**config.mk**
```make
export PLATFORM = sky130hd
export DESIGN_NAME = origin_return_homing_control
export DESIGN_NICKNAME = d
export VERILOG_FILES = /design/src/logic/homing_pkg.sv /design/src/logic/axis_homing_seq.sv /design/src/logic/origin_return_homing_control.sv
export VERILOG_INCLUDE_DIRS = /design/src /design/src/logic
export SDC_FILE = /design/constraint.sdc
export NUM_CORES = 2
export LEC_CHECK = 0
export BUFFER_PORTS_ARGS = -buffer_cell sky130_fd_sc_hd__buf_4
export CAP_MARGIN = 20
export CORE_MARGIN = 3
export CORE_UTILIZATION = 50
export DETAILED_ROUTE_END_ITERATION = 6
export PLACE_DENSITY = 0.64
export SLEW_MARGIN = 20
export SYNTH_ARGS = -nofsm -noshare
export SYNTH_HDL_FRONTEND = slang
export SYNTH_HIERARCHICAL = 1
export SYNTH_SLANG_ARGS = --single-unit
```
**constraint.sdc**
```tcl
create_clock -name sys_clk -period 8.57 [get_ports sys_clk]
set_input_delay 1.2855 -clock sys_clk [delete_from_list [all_inputs] [get_ports sys_clk]]
set_output_delay 1.2855 -clock sys_clk [all_outputs]
set_load 0.01 [all_outputs]
```
**src/logic/homing_defines.svh**
```systemverilog
`ifndef HOMING_DEFINES_SVH
`define HOMING_DEFINES_SVH

// timing
`define CLK_HZ          25000000
`define MS_TIME_MS      1
`define MS_CYCLES       (`CLK_HZ / 1000 * `MS_TIME_MS)
`define MAX_SPEED_PPS   100000

// register byte offsets
`define OFS_CMD         8'h00
`define OFS_STATUS      8'h04
`define OFS_IRQ_STAT    8'h08
`define OFS_IRQ_MASK    8'h0c
`define OFS_ERR_CLR     8'h10
`define OFS_AXIS_X      8'h20
`define OFS_AXIS_Y      8'h40
`define AXIS_BLK_MASK   8'he0

// word index inside an axis block
`define SUB_MODE        3'h0
`define SUB_ORIGIN      3'h1
`define SUB_HIGH        3'h2
`define SUB_LOW         3'h3
`define SUB_ACCDEC      3'h4
`define SUB_DWELL       3'h5
`define SUB_POS         3'h6

// command word fields
`define CMD_EXEC_BIT    0
`define CMD_AXIS_LSB    16
`define AXIS_CODE_X     16'h0000
`define AXIS_CODE_Y     16'h0001

// status word fields
`define ST_BUSY_LSB     0
`define ST_ERR_LSB      2
`define ST_ORG_LSB      4
`define ST_INSTR_BIT    6

// interrupt bits
`define IRQ_DONE_X      0
`define IRQ_DONE_Y      1
`define IRQ_INSTR       2

// reset values
`define RST_METHOD      2'h0
`define RST_DIR         1'h1
`define RST_ORIGIN      32'h0000_0000
`define RST_HIGH        17'h01388
`define RST_LOW         17'h001f4
`define RST_ACC         16'h03e8
`define RST_DEC         16'h03e8
`define RST_DWELL       16'h0000

`endif

```
**src/logic/homing_pkg.sv**
```systemverilog
`default_nettype none
package homing_pkg;

  // sequencer phases
  typedef enum logic [1:0] {
    ST_IDLE  = 2'b00,
    ST_HIGH  = 2'b01,
    ST_SLOW  = 2'b10,
    ST_DWELL = 2'b11
  } home_state_type;

  // homing method codes
  typedef enum logic [1:0] {
    M_DOG_OFF  = 2'b00,
    M_DOG_ON   = 2'b01,
    M_DOG_ONLY = 2'b10
  } home_method_type;

endpackage

`default_nettype wire

```
**src/logic/axis_homing_seq.sv**
```systemverilog
`timescale 1ns/1ps
`default_nettype none
`include "homing_defines.svh"

module axis_homing_seq #(
  parameter int unsigned CLK_HZ = `CLK_HZ
) (
  // clock and reset
  input  wire logic        sys_clk,
  input  wire logic        arst_n,
  // control
  input  wire logic        ms_tick,
  input  wire logic        start,
  input  wire logic        abort,
  // configuration
  input  wire logic [1:0]  method,
  input  wire logic        dir,
  input  wire logic [16:0] high_spd,
  input  wire logic [16:0] low_spd,
  input  wire logic [15:0] acc_ms,
  input  wire logic [15:0] dec_ms,
  input  wire logic [15:0] dwell_ms,
  // sensor levels, already synchronised
  input  wire logic        dog,
  input  wire logic        origin,
  // status and drive
  output logic             busy,
  output logic             done,
  output logic             pulse_out,
  output logic             dir_out
);

  localparam logic [25:0] CLK_W = 26'(CLK_HZ);

  if (CLK_HZ < 2 * `MAX_SPEED_PPS || CLK_HZ >= 2 ** 26)
  begin : g_bad_clk
    $error("clock rate cannot serve the pulse generator");
  end

  homing_pkg::home_state_type state_q, state_d;
  logic        dog_q, origin_q, dog_off_q;
  logic [16:0] speed_q;
  logic [31:0] err_q;
  logic [15:0] dwell_cnt_q;
  logic [25:0] phase_q;

  // edge detection and ramp decode
  wire         dog_rise    = dog & ~dog_q;
  wire         dog_fall    = ~dog & dog_q;
  wire         origin_rise = origin & ~origin_q;
  wire  [16:0] target      = (state_q == homing_pkg::ST_HIGH) ? high_spd :     // RQ5
                             (state_q == homing_pkg::ST_SLOW) ? low_spd : 17'h0;
  wire         ramp_up     = target > speed_q;
  wire  [15:0] ramp_ms     = ramp_up ? acc_ms : dec_ms;                        // RQ6
  wire  [16:0] span        = ramp_up ? target :
                             (high_spd > low_spd) ? 17'(high_spd - low_spd) : 17'h0;
  wire         at_target   = speed_q == target;
  wire         stepping    = !at_target && (ramp_ms == 16'h0 || err_q >= {16'h0, ramp_ms});
  wire  [31:0] err_tick    = ms_tick ? {15'h0, span} : 32'h0;                  // RQ17
  wire  [31:0] err_d       = (stepping && ramp_ms != 16'h0) ?
                             32'(err_q - {16'h0, ramp_ms} + err_tick) : 32'(err_q + err_tick);
  wire         dog_only    = method != homing_pkg::M_DOG_OFF && method != homing_pkg::M_DOG_ON;
  wire         origin_hit  = state_q == homing_pkg::ST_SLOW && origin_rise && at_target &&
                             (method == homing_pkg::M_DOG_ON || dog_off_q);    // RQ2 RQ15
  wire         dwell_over  = state_q == homing_pkg::ST_DWELL && dwell_cnt_q >= dwell_ms;
  wire  [25:0] phase_sum   = 26'(phase_q + {9'h0, speed_q});

  // phase sequencing
  always_comb
  begin
    state_d = state_q;
    unique case (state_q)
      homing_pkg::ST_IDLE:  if (start) state_d = homing_pkg::ST_HIGH;
      homing_pkg::ST_HIGH:  if (dog_rise)                                      // RQ14
                              state_d = dog_only ? homing_pkg::ST_DWELL : homing_pkg::ST_SLOW;
      homing_pkg::ST_SLOW:  if (origin_hit) state_d = homing_pkg::ST_DWELL;    // RQ15
      homing_pkg::ST_DWELL: if (dwell_over) state_d = homing_pkg::ST_IDLE;     // RQ7
    endcase
    if (abort)
      state_d = homing_pkg::ST_IDLE;
  end

  // state, edges and direction
  always_ff @(posedge sys_clk or negedge arst_n)
  begin
    if (!arst_n)
    begin
      state_q   <= homing_pkg::ST_IDLE;
      dog_q     <= 1'b0;
      origin_q  <= 1'b0;
      dog_off_q <= 1'b0;
      dir_out   <= 1'b0;
      busy      <= 1'b0;
      done      <= 1'b0;
    end
    else
    begin
      state_q   <= state_d;
      dog_q     <= dog;
      origin_q  <= origin;
      dog_off_q <= start ? 1'b0 : (dog_off_q | (state_q == homing_pkg::ST_SLOW && dog_fall));
      if (state_q == homing_pkg::ST_IDLE && start)
        dir_out <= dir;                                                        // RQ4
      busy      <= state_d != homing_pkg::ST_IDLE;
      done      <= dwell_over && !abort;                                       // RQ7
    end
  end

  // speed ramp; stopping drops speed at once, no deceleration
  always_ff @(posedge sys_clk or negedge arst_n)
  begin
    if (!arst_n)
    begin
      speed_q <= 17'h0;
      err_q   <= 32'h0;
    end
    else
    begin
      if (state_d == homing_pkg::ST_IDLE || state_d == homing_pkg::ST_DWELL)
        speed_q <= 17'h0;                                                      // RQ15
      else if (stepping)
        speed_q <= (ramp_ms == 16'h0) ? target : (ramp_up ? 17'(speed_q + 17'h1)
                                                           : 17'(speed_q - 17'h1));   // RQ6
      err_q <= (state_q == homing_pkg::ST_IDLE || at_target) ? 32'h0 : err_d;
    end
  end

  // dwell timer counts ms ticks and restarts on each new dwell
  always_ff @(posedge sys_clk or negedge arst_n)
  begin
    if (!arst_n)
      dwell_cnt_q <= 16'h0;
    else if (state_q != homing_pkg::ST_DWELL)
      dwell_cnt_q <= 16'h0;                                                    // RQ17
    else if (ms_tick && dwell_cnt_q != 16'hffff)
      dwell_cnt_q <= 16'(dwell_cnt_q + 16'h1);
  end

  // pulse generator: phase accumulator in units of the clock rate
  always_ff @(posedge sys_clk or negedge arst_n)
  begin
    if (!arst_n)
    begin
      phase_q   <= 26'h0;
      pulse_out <= 1'b0;
    end
    else if (speed_q == 17'h0)
    begin
      phase_q   <= 26'h0;
      pulse_out <= 1'b0;
    end
    else
    begin
      phase_q   <= (phase_sum >= CLK_W) ? 26'(phase_sum - CLK_W) : phase_sum;
      pulse_out <= phase_sum >= CLK_W;
    end
  end

  a_origin_stop: assert property (@(posedge sys_clk) disable iff (!arst_n) // RQ15
    origin_hit && !abort |=> speed_q == 17'h0 ##1 !pulse_out)
    else $error("pulses did not stop on origin");

  a_dwell_wait: assert property (@(posedge sys_clk) disable iff (!arst_n) // RQ7
    done |-> $past(dwell_cnt_q) >= $past(dwell_ms) && $past(state_q) == homing_pkg::ST_DWELL)
    else $error("done before dwell elapsed");

  a_start_dir: assert property (@(posedge sys_clk) disable iff (!arst_n) // RQ4
    state_q == homing_pkg::ST_IDLE && start && !abort
      |=> dir_out == $past(dir) && state_q == homing_pkg::ST_HIGH)
    else $error("start direction wrong");

  a_dog_slow: assert property (@(posedge sys_clk) disable iff (!arst_n) // RQ14
    state_q == homing_pkg::ST_HIGH && dog_rise && method == homing_pkg::M_DOG_ON && !abort
      |=> state_q == homing_pkg::ST_SLOW)
    else $error("near-home edge did not slow down");

endmodule // axis_homing_seq

`default_nettype wire

```
**src/logic/origin_return_homing_control.sv**
```systemverilog
// Behaviour
// RQ1: a command runs once per rising edge of its execute bit.
// RQ2: method 0 origin after dog off, 1 origin after slowdown, 2 dog only.
// RQ3: methods 0 and 1 need dog and origin wiring; method 2 dog only.
// RQ4: direction setting picks the starting direction of homing.
// RQ5: homing uses a configured high speed and a configured low speed.
// RQ6: homing speed changes use their own acceleration and deceleration times.
// RQ7: after the origin, wait the dwell time before homing completes.
// RQ8: axis operand 0 selects axis X, 1 selects axis Y.
// RQ9: the issuer always writes slot operand zero.
// RQ10: on completion set origin-established and preset position to origin address.
// RQ11: axis operand other than 0 or 1 sets instruction error, no execution.
// RQ12: invalid axis operand never raises the per-axis error flags.
// RQ13: a homing command is ignored while the axis is busy or in error.
// RQ14: method 1 dog rising edge at high speed decelerates to low speed.
// RQ15: origin at low speed stops pulses at once; done follows after dwell.
// RQ16: current position stays unchanged throughout homing.
// RQ17: dwell and ramp timers run on a 1 ms base, restarting per command.
//
// The implementer's own choices: the AHB-Lite slave port and the register addresses.
`timescale 1ns/1ps
`default_nettype none
`include "homing_defines.svh"

module origin_return_homing_control #(
  parameter int unsigned MS_CYCLES = `MS_CYCLES
) (
  // clock and reset
  input  wire logic        sys_clk,
  input  wire logic        arst_n,
  // ahb-lite slave
  input  wire logic        hsel,
  input  wire logic [31:0] haddr,
  input  wire logic [1:0]  htrans,
  input  wire logic        hwrite,
  input  wire logic [2:0]  hsize,
  input  wire logic        hready,
  input  wire logic [31:0] hwdata,
  output logic      [31:0] hrdata,
  output logic             hreadyout,
  output logic             hresp,
  // sensor and alarm pins, bit 0 axis x
  input  wire logic [1:0]  dog_in,
  input  wire logic [1:0]  origin_in,
  input  wire logic [1:0]  alarm_in,
  // drive outputs
  output logic      [1:0]  pulse_out,
  output logic      [1:0]  dir_out,
  // interrupt
  output logic             irq
);

  localparam int unsigned MS_W = $clog2(MS_CYCLES);

  if (MS_CYCLES < 2)
  begin : g_bad_ms
    $error("MS_CYCLES must be at least 2");
  end

  // ms time base
  logic [MS_W-1:0] ms_cnt_q;
  logic            ms_tick_q;
  wire             ms_wrap = ms_cnt_q == MS_W'(MS_CYCLES - 1);

  always_ff @(posedge sys_clk or negedge arst_n)
  begin
    if (!arst_n)
    begin
      ms_cnt_q  <= '0;
      ms_tick_q <= 1'b0;
    end
    else
    begin
      ms_cnt_q  <= ms_wrap ? '0 : MS_W'(ms_cnt_q + 1'b1);
      ms_tick_q <= ms_wrap;                                                    // RQ17
    end
  end

  // pin synchroniser: three stages, level taken when stages two and three agree
  logic [5:0] sync1_q, sync2_q, sync3_q, level_q;
  wire  [5:0] pins_w   = {alarm_in, origin_in, dog_in};
  wire  [5:0] agree_w  = ~(sync2_q ^ sync3_q);
  wire  [5:0] level_d  = (agree_w & sync2_q) | (~agree_w & level_q);
  wire  [1:0] dog_lvl    = level_q[1:0];
  wire  [1:0] origin_lvl = level_q[3:2];
  wire  [1:0] alarm_lvl  = level_q[5:4];

  always_ff @(posedge sys_clk or negedge arst_n)
  begin
    if (!arst_n)
    begin
      sync1_q <= 6'h00;
      sync2_q <= 6'h00;
      sync3_q <= 6'h00;
      level_q <= 6'h00;
    end
    else
    begin
      sync1_q <= pins_w;
      sync2_q <= sync1_q;
      sync3_q <= sync2_q;
      level_q <= level_d;
    end
  end

  // ahb address phase capture; every transfer completes with no wait state
  logic        wr_pend_q;
  logic [7:0]  wr_addr_q;
  wire         acc_w     = hsel & hready & htrans[1];
  wire         rd_acc    = acc_w & ~hwrite;
  wire         wr_acc    = acc_w & hwrite;
  wire         rd_low    = haddr[31:8] == 24'h0;
  wire  [7:0]  rd_off    = haddr[7:0];
  wire         rd_ax_hit = rd_low && ((rd_off & `AXIS_BLK_MASK) == `OFS_AXIS_X ||
                                      (rd_off & `AXIS_BLK_MASK) == `OFS_AXIS_Y);
  wire         rd_ax_i   = (rd_off & `AXIS_BLK_MASK) == `OFS_AXIS_Y;
  wire         wr_ax_hit = (wr_addr_q & `AXIS_BLK_MASK) == `OFS_AXIS_X ||
                           (wr_addr_q & `AXIS_BLK_MASK) == `OFS_AXIS_Y;
  wire         wr_ax_i   = (wr_addr_q & `AXIS_BLK_MASK) == `OFS_AXIS_Y;
  wire         wr_cmd    = wr_pend_q && wr_addr_q == `OFS_CMD;
  wire         wr_mask   = wr_pend_q && wr_addr_q == `OFS_IRQ_MASK;
  wire         wr_errclr = wr_pend_q && wr_addr_q == `OFS_ERR_CLR;
  wire         rd_irq    = rd_acc && rd_low && rd_off == `OFS_IRQ_STAT;

  always_ff @(posedge sys_clk or negedge arst_n)
  begin
    if (!arst_n)
    begin
      wr_pend_q <= 1'b0;
      wr_addr_q <= 8'h00;
      hreadyout <= 1'b1;
      hresp     <= 1'b0;
    end
    else
    begin
      wr_pend_q <= wr_acc && haddr[31:8] == 24'h0;
      wr_addr_q <= haddr[7:0];
      hreadyout <= 1'b1;
      hresp     <= 1'b0;
    end
  end

  // command word and execute-edge detection
  logic [31:0] cmd_q;
  logic        exec_prev_q;
  logic        instr_err_q;
  logic [1:0]  ax_err_q, origin_ok_q, busy_w, done_w, start_w;
  wire  [15:0] axis_operand = cmd_q[31:`CMD_AXIS_LSB];
  wire         cmd_rise = cmd_q[`CMD_EXEC_BIT] & ~exec_prev_q;                 // RQ1
  wire         axis_ok  = axis_operand == `AXIS_CODE_X ||
                          axis_operand == `AXIS_CODE_Y;                        // RQ8 RQ11
  wire         axis_sel = axis_operand == `AXIS_CODE_Y;

  always_ff @(posedge sys_clk or negedge arst_n)
  begin
    if (!arst_n)
    begin
      cmd_q       <= 32'h0;
      exec_prev_q <= 1'b0;
      instr_err_q <= 1'b0;
    end
    else
    begin
      if (wr_cmd)
        cmd_q <= hwdata;
      exec_prev_q <= cmd_q[`CMD_EXEC_BIT];
      if (cmd_rise)
        instr_err_q <= !axis_ok;                                               // RQ11 RQ12
    end
  end

  // interrupt status, mask and output; a new event beats the read-clear
  logic [2:0] irq_stat_q, irq_mask_q;
  wire  [2:0] irq_evt    = {cmd_rise & ~axis_ok, done_w};
  wire  [2:0] irq_stat_d = irq_evt | (rd_irq ? 3'h0 : irq_stat_q);

  always_ff @(posedge sys_clk or negedge arst_n)
  begin
    if (!arst_n)
    begin
      irq_stat_q <= 3'h0;
      irq_mask_q <= 3'h0;
      irq        <= 1'b0;
    end
    else
    begin
      irq_stat_q <= irq_stat_d;
      if (wr_mask)
        irq_mask_q <= hwdata[2:0];
      irq        <= |(irq_stat_d & irq_mask_q);
    end
  end

  // per-axis registers and sequencer
  logic [1:0]  method_q      [2];
  logic        dir_q         [2];
  logic [31:0] origin_addr_q [2];
  logic [16:0] high_q        [2];
  logic [16:0] low_q         [2];
  logic [15:0] acc_q         [2];
  logic [15:0] dec_q         [2];
  logic [15:0] dwell_q       [2];
  logic [31:0] pos_q         [2];

  for (genvar g = 0; g < 2; g++)
  begin : g_axis
    wire       wr_sel = wr_pend_q && wr_ax_hit && wr_ax_i == 1'(g);
    wire [2:0] sub    = wr_addr_q[4:2];

    // homing only starts on an idle, error-free axis
    assign start_w[g] = cmd_rise && axis_ok && axis_sel == 1'(g) &&
                        !busy_w[g] && !ax_err_q[g];                            // RQ13

    // configuration registers
    always_ff @(posedge sys_clk or negedge arst_n)
    begin
      if (!arst_n)
      begin
        method_q[g]      <= `RST_METHOD;
        dir_q[g]         <= `RST_DIR;
        origin_addr_q[g] <= `RST_ORIGIN;
        high_q[g]        <= `RST_HIGH;
        low_q[g]         <= `RST_LOW;
        acc_q[g]         <= `RST_ACC;
        dec_q[g]         <= `RST_DEC;
        dwell_q[g]       <= `RST_DWELL;
      end
      else if (wr_sel)
      begin
        if (sub == `SUB_MODE)
        begin
          method_q[g] <= hwdata[1:0];                                          // RQ2
          dir_q[g]    <= hwdata[2];
        end
        if (sub == `SUB_ORIGIN) origin_addr_q[g] <= hwdata;
        if (sub == `SUB_HIGH)   high_q[g]        <= hwdata[16:0];
        if (sub == `SUB_LOW)    low_q[g]         <= hwdata[16:0];
        if (sub == `SUB_ACCDEC)
        begin
          acc_q[g] <= hwdata[15:0];
          dec_q[g] <= hwdata[31:16];
        end
        if (sub == `SUB_DWELL)  dwell_q[g]       <= hwdata[15:0];
      end
    end

    // position preset, origin flag and alarm error; alarm set beats clear
    always_ff @(posedge sys_clk or negedge arst_n)
    begin
      if (!arst_n)
      begin
        pos_q[g]       <= 32'h0;
        origin_ok_q[g] <= 1'b0;
        ax_err_q[g]    <= 1'b0;
      end
      else
      begin
        if (done_w[g])
          pos_q[g] <= origin_addr_q[g];                                        // RQ10 RQ16
        if (done_w[g])
          origin_ok_q[g] <= 1'b1;                                              // RQ10
        else if (start_w[g])
          origin_ok_q[g] <= 1'b0;
        ax_err_q[g] <= alarm_lvl[g] | (ax_err_q[g] & ~(wr_errclr & hwdata[g]));
      end
    end

    axis_homing_seq u_seq (
      .sys_clk   (sys_clk),
      .arst_n    (arst_n),
      .ms_tick   (ms_tick_q),
      .start     (start_w[g]),
      .abort     (ax_err_q[g]),
      .method    (method_q[g]),
      .dir       (dir_q[g]),
      .high_spd  (high_q[g]),
      .low_spd   (low_q[g]),
      .acc_ms    (acc_q[g]),
      .dec_ms    (dec_q[g]),
      .dwell_ms  (dwell_q[g]),
      .dog       (dog_lvl[g]),
      .origin    (origin_lvl[g]),
      .busy      (busy_w[g]),
      .done      (done_w[g]),
      .pulse_out (pulse_out[g]),
      .dir_out   (dir_out[g])
    );

    a_pos_hold: assert property (@(posedge sys_clk) disable iff (!arst_n) // RQ16
      busy_w[g] |=> pos_q[g] == $past(pos_q[g]))
      else $error("position changed during homing");

    a_preset_origin: assert property (@(posedge sys_clk) disable iff (!arst_n) // RQ10
      done_w[g] |=> pos_q[g] == $past(origin_addr_q[g]) && origin_ok_q[g])
      else $error("origin preset missing");

    a_start_once: assert property (@(posedge sys_clk) disable iff (!arst_n) // RQ1
      start_w[g] |=> !start_w[g] ##1 !start_w[g])
      else $error("command started twice");
  end

  // read mux
  wire [2:0]  rd_sub  = rd_off[4:2];
  wire [31:0] st_word = {25'h0, instr_err_q, origin_ok_q, ax_err_q, busy_w};
  wire [31:0] ax_word =
    (rd_sub == `SUB_MODE)   ? {29'h0, dir_q[rd_ax_i], method_q[rd_ax_i]} :
    (rd_sub == `SUB_ORIGIN) ? origin_addr_q[rd_ax_i] :
    (rd_sub == `SUB_HIGH)   ? {15'h0, high_q[rd_ax_i]} :
    (rd_sub == `SUB_LOW)    ? {15'h0, low_q[rd_ax_i]} :
    (rd_sub == `SUB_ACCDEC) ? {dec_q[rd_ax_i], acc_q[rd_ax_i]} :
    (rd_sub == `SUB_DWELL)  ? {16'h0, dwell_q[rd_ax_i]} :
    (rd_sub == `SUB_POS)    ? pos_q[rd_ax_i] : 32'h0;
  wire [31:0] rd_word =
    !rd_low                  ? 32'h0 :
    (rd_off == `OFS_CMD)      ? cmd_q :
    (rd_off == `OFS_STATUS)   ? st_word :
    (rd_off == `OFS_IRQ_STAT) ? {29'h0, irq_stat_q} :
    (rd_off == `OFS_IRQ_MASK) ? {29'h0, irq_mask_q} :
    rd_ax_hit                 ? ax_word : 32'h0;

  // read data is latched at the address phase so it stands for the data phase
  always_ff @(posedge sys_clk or negedge arst_n)
  begin
    if (!arst_n)
      hrdata <= 32'h0;
    else if (rd_acc)
      hrdata <= rd_word;
  end

  a_instr_err: assert property (@(posedge sys_clk) disable iff (!arst_n) // RQ11
    cmd_rise && !axis_ok |-> start_w == 2'b00 ##1 instr_err_q && irq_stat_q[`IRQ_INSTR])
    else $error("bad axis operand not flagged");

  a_no_axis_err: assert property (@(posedge sys_clk) disable iff (!arst_n) // RQ12
    cmd_rise && !axis_ok && ax_err_q == 2'b00 && alarm_lvl == 2'b00 |=> ax_err_q == 2'b00)
    else $error("bad axis operand raised axis error");

  a_ignore_busy: assert property (@(posedge sys_clk) disable iff (!arst_n) // RQ13
    cmd_rise && axis_ok && (busy_w[axis_sel] || ax_err_q[axis_sel]) |-> start_w == 2'b00)
    else $error("command accepted on busy axis");

endmodule // origin_return_homing_control

`default_nettype wire

```
==> summary.txt <==
Run status
  • Status: complete, but fails checks
  • Failing checks: DRC

Routing
  • Pre-Repair DR Iteration Count: 7
  • Final ANT Viol Nets: 0
  • DRT met1 WL: 57700 um
  • Starting DRC count in detailed routing: 2773
  • Total wire length: 124000 um
  • DRC Markers: 8
  • Met2 WL: 56100 um
  • WL/cell: 21.3 um
  • Max Used Layer: met4
  • Metal3 WL: 6450 um
  • Via count: 34900
  • Number of vias per cell: 5.99

Floorplan
  • Chip Width: 300 um
  • CORE AREA: 85500 sq um
  • Die area: 90200 sq um
  • Ports: 119
  • Initial cell density of the core: 50.6%
  • Die H: 300 um
  • Rows: 107

STA
  • Final setup violation count: 0
  • Final critical-path share of the clock period: 95.9%
  • Clk_skew: 0.0322 ns
  • TNS Setup: 0 ns
  • Final Max Slew Viols: 0
  • RSZ-0062 raised after global routing: no
  • Final hold violation count: 0
  • Tmin final: 8.22 ns
  • Maximum clock frequency: 122 MHz
  • Slew margin rel.: 22.8%
  • Worst-Margin Slew: 1.16 ns

Synthesis
  • Syn Area/Cell: 9.51 sq um
  • Seq/Total Area, Yosys: 36.2%
  • #FFs+latches synth: 624
  • Ys async rst share: 100%
  • Synth warn: 6
  • Post-synth EDFFs: 0
  • Post-Syn Area: 43300 sq um
  • Synth Instances: 4550
  • Count of different cell masters after synthesis: 102
  • Post-Syn Nets: 5021
  • Prevailing post-synth register cell: dfrtp_1

Power and ir drop
  • Pwr dens: 142 nW/um^2
  • Total power: 6.83 mW
  • Leakage: 21.5 nW
  • VDD IR max: 0.162 mV

Worst setup path
  • Worst path bufs/invs: 1
  • Crit path max fanout: 10
  • Top cell by count, worst path: a21oi_1
  • Critical path's slowest cell: o41ai_1
  • Kind of end point of the critical path: register
  • CP startpoint kind: register
  • Worst Path Arrival: 8.76 ns
  • CP delay by family, top: compound AO/OA/AOI/OAI gates
  • CP Class: reg -> reg
  • Worst Path Required: 9.11 ns
  • Max stage delay on crit path: 0.64 ns

Place
  • IO Port Bufs: 112
  • Placed Instances: 5682
  • Detailed placement HPWL: 89600 um
  • GP Congestion: 0.916

Cells and area
  • Final non-filler cell total: 5820
  • Fin util: 56.1%
  • Synthesis-to-finish area growth: 10.8%
  • # nets final: 5086
  • Antenna Cells: 0
  • Share of cells above drive strength 1: 16.3%

GRT
  • Vias in the first global route: 34000
  • First-pass GRT wire length: 196000 um
  • Gr usage total: 27.4%
  • Largest net degree at the start of global routing: 181
  • Gr ovfl total: 0
  • Initial antenna violation count: 0

Clock network
  • Hold buffer count at CTS: 0
  • H-tree levels: 3
  • Clock Latency Late Sink: 0.65 ns
  • Deepest clock path buffer count: 3
  • Clock root buffer: clkbuf_16
  • CTS tree: yes
  • Post-CTS resize count: 0
  • Clock sinks: 624
  • Post-CTS repair timing setup buffer count: 0
  • Clk slew on worst S/H paths: 0.06 ns
  • CTS Buf Count: 75

Hold path
  • Worst hold path type: reg -> reg

Flow run
  • Max Cap Viol: 0
[state kept, by name (all words and copies together) (netlist names), 3 cells and up, named ones only]
signal,count
cmd_q,32
g_axis.u_seq/err_q,64
dec_q,32
dwell_q,32
hrdata,32
g_axis.u_seq/phase_q,52
acc_q,32
sync2_q,6
g_axis.u_seq/speed_q,34
irq_stat_q,3
method_q,4
low_q,34
pos_q,64
wr_addr_q,8
origin_addr_q,64
g_axis.u_seq/dwell_cnt_q,32
irq_mask_q,3
sync3_q,6
sync1_q,6
high_q,34
g_axis.u_seq/state_q,4
ms_cnt_q,15
[worst register-to-register path, delay by kind of cell (launching register included)]
| family | cells | cell delay [ns] |
|---|---|---|
| compound gates | 16 | 4.76 |
| fa+ha+maj | 3 | 1.17 |
| buf+inv | 1 | 0.16 |
| flops | 1 | 0.56 |
| mux | 1 | 0.36 |
| simple gates | 5 | 1.12 |
[synthesized netlist by cell type (25+ instances only)]
library cell | number | area [sq um]
a21o_1 | 91 | 683
nor2b_1 | 44 | 275
o22ai_1 | 32 | 200
a211oi_1 | 83 | 623
dfrtp_1 | 576 | 14400
a22oi_1 | 47 | 353
nand2_1 | 398 | 1490
nand4_1 | 56 | 350
mux2i_1 | 106 | 1060
and2_1 | 25 | 156
nand3_1 | 90 | 450
nor2_1 | 354 | 1330
fa_1 | 38 | 761
ha_1 | 353 | 4420
inv_1 | 303 | 1140
xnor2_1 | 162 | 1420
a21oi_1 | 295 | 1480
o21a_1 | 42 | 315
a22o_1 | 52 | 455
nor4_1 | 63 | 394
or3_1 | 40 | 250
nand2b_1 | 27 | 169
mux2_2 | 342 | 3850
a31oi_1 | 42 | 263
o21bai_1 | 35 | 263
o21ai_0 | 137 | 686
xor2_1 | 95 | 832
dfstp_2 | 48 | 1260
clkbuf_1 | 137 | 514
o31ai_1 | 27 | 203
and3_1 | 33 | 206
nor3_1 | 74 | 370
[stage by stage]
stage          setup slack, ns  hold WS [ns]  cell area (sq um)
3_3_place_gp             0.628         0.333              45400
2_1_floorplan             1.33         0.331              43300
4_1_cts                  0.457         0.348              48000
6_report                 0.349         0.345              48000
3_5_place_dp             0.498         0.335              45400
5_1_grt                 0.0348         0.354              48000
[cell families (layout without fill, tap and decap cells)]
logic type | after synthesis | after routing | share of synthesized area (%)
multiplexers | 449 | 449 | 11.4
AO/OA/AOI/OAI | 1048 | 1048 | 16.6
AND/OR/NAND/NOR | 1290 | 1290 | 14.2
other | 2 | 2 | 0.0173
buffers and inverters | 483 | 609 | 4.33
XOR/XNOR | 257 | 257 | 5.20
adder cells (fa/ha/maj) | 397 | 397 | 12.1
flip-flops | 624 | 624 | 36.2
[metal layers]
| layer | vias up | track usage [%] |
|---|---|---|
| li1 | 16500 | - |
| met4 | 0 | 8.56 |
| met5 | - | 0 |
| met3 | 204 | 3.25 |
| met2 | 985 | 43.4 |
| met1 | 17200 | 39.1 |
[final timing paths]
path | from | end | cells after the start | slack [ns]
worst max-delay path | g_axis[0].u_seq/state_q[1] | g_axis[0].u_seq/err_q[29] | 26 | 0.35
worst min-delay path | sync1_q[3] | sync2_q[3] | 0 | 0.35
worst max register to register | g_axis[0].u_seq/state_q[1] | g_axis[0].u_seq/err_q[29] | 26 | 0.35
worst min register to register | sync1_q[3] | sync2_q[3] | 0 | 0.35
max in group asynchronous | arst_n | dec_q[26] | 2 | 6.34
min in group asynchronous | arst_n | g_axis[0].u_seq/phase_q[21] | 1 | 0.64
[power by group]
part / total, mW / switching, mW / internal [mW]
clock network: 3.34 / 1.36 / 1.98
logic: 0.406 / 0.258 / 0.148
registers: 3.08 / 0.0683 / 3.02
[final cells by class]
class | count | area, sq um
clock buffers | 108 | 2190
clock inverters | 30 | 399
multi-input cells | 3443 | 25800
repair buffers | 168 | 1310
fillers | 7663 | 37600
flip-flops and latches | 624 | 15700
well taps | 1144 | 1430
inverters | 303 | 1140
[layout by cell type, fill, tap and decap left out, types with 14 or more instances in the layout]
cell type    n
nor4_1      60
o22ai_1     31
o21ai_0    136
ha_1       353
a22o_1      52
and2_1      25
clkbuf_8    15
clkbuf_1    16
o21a_1      42
xor2_1      95
nand2_1    397
buf_4      164
nand2b_1    26
nor2_1     352
nand3_1     88
a31oi_1     41
o21bai_1    35
a211oi_1    83
nand4_1     56
a22oi_1     47
or3_1       40
a21oi_1    295
and3_1      33
dfstp_2     48
or2_2       17
mux2i_1    104
mux2_2     342
xnor2_1    162
a211o_1     14
clkinv_2    15
nor3_1      74
dfrtp_1    575
fa_1        38
nor2b_1     44
inv_1      303
o31ai_1     27
clkbuf_16   77
a21o_1      91
No activity file was read; power rests on OpenSTA's default activity.
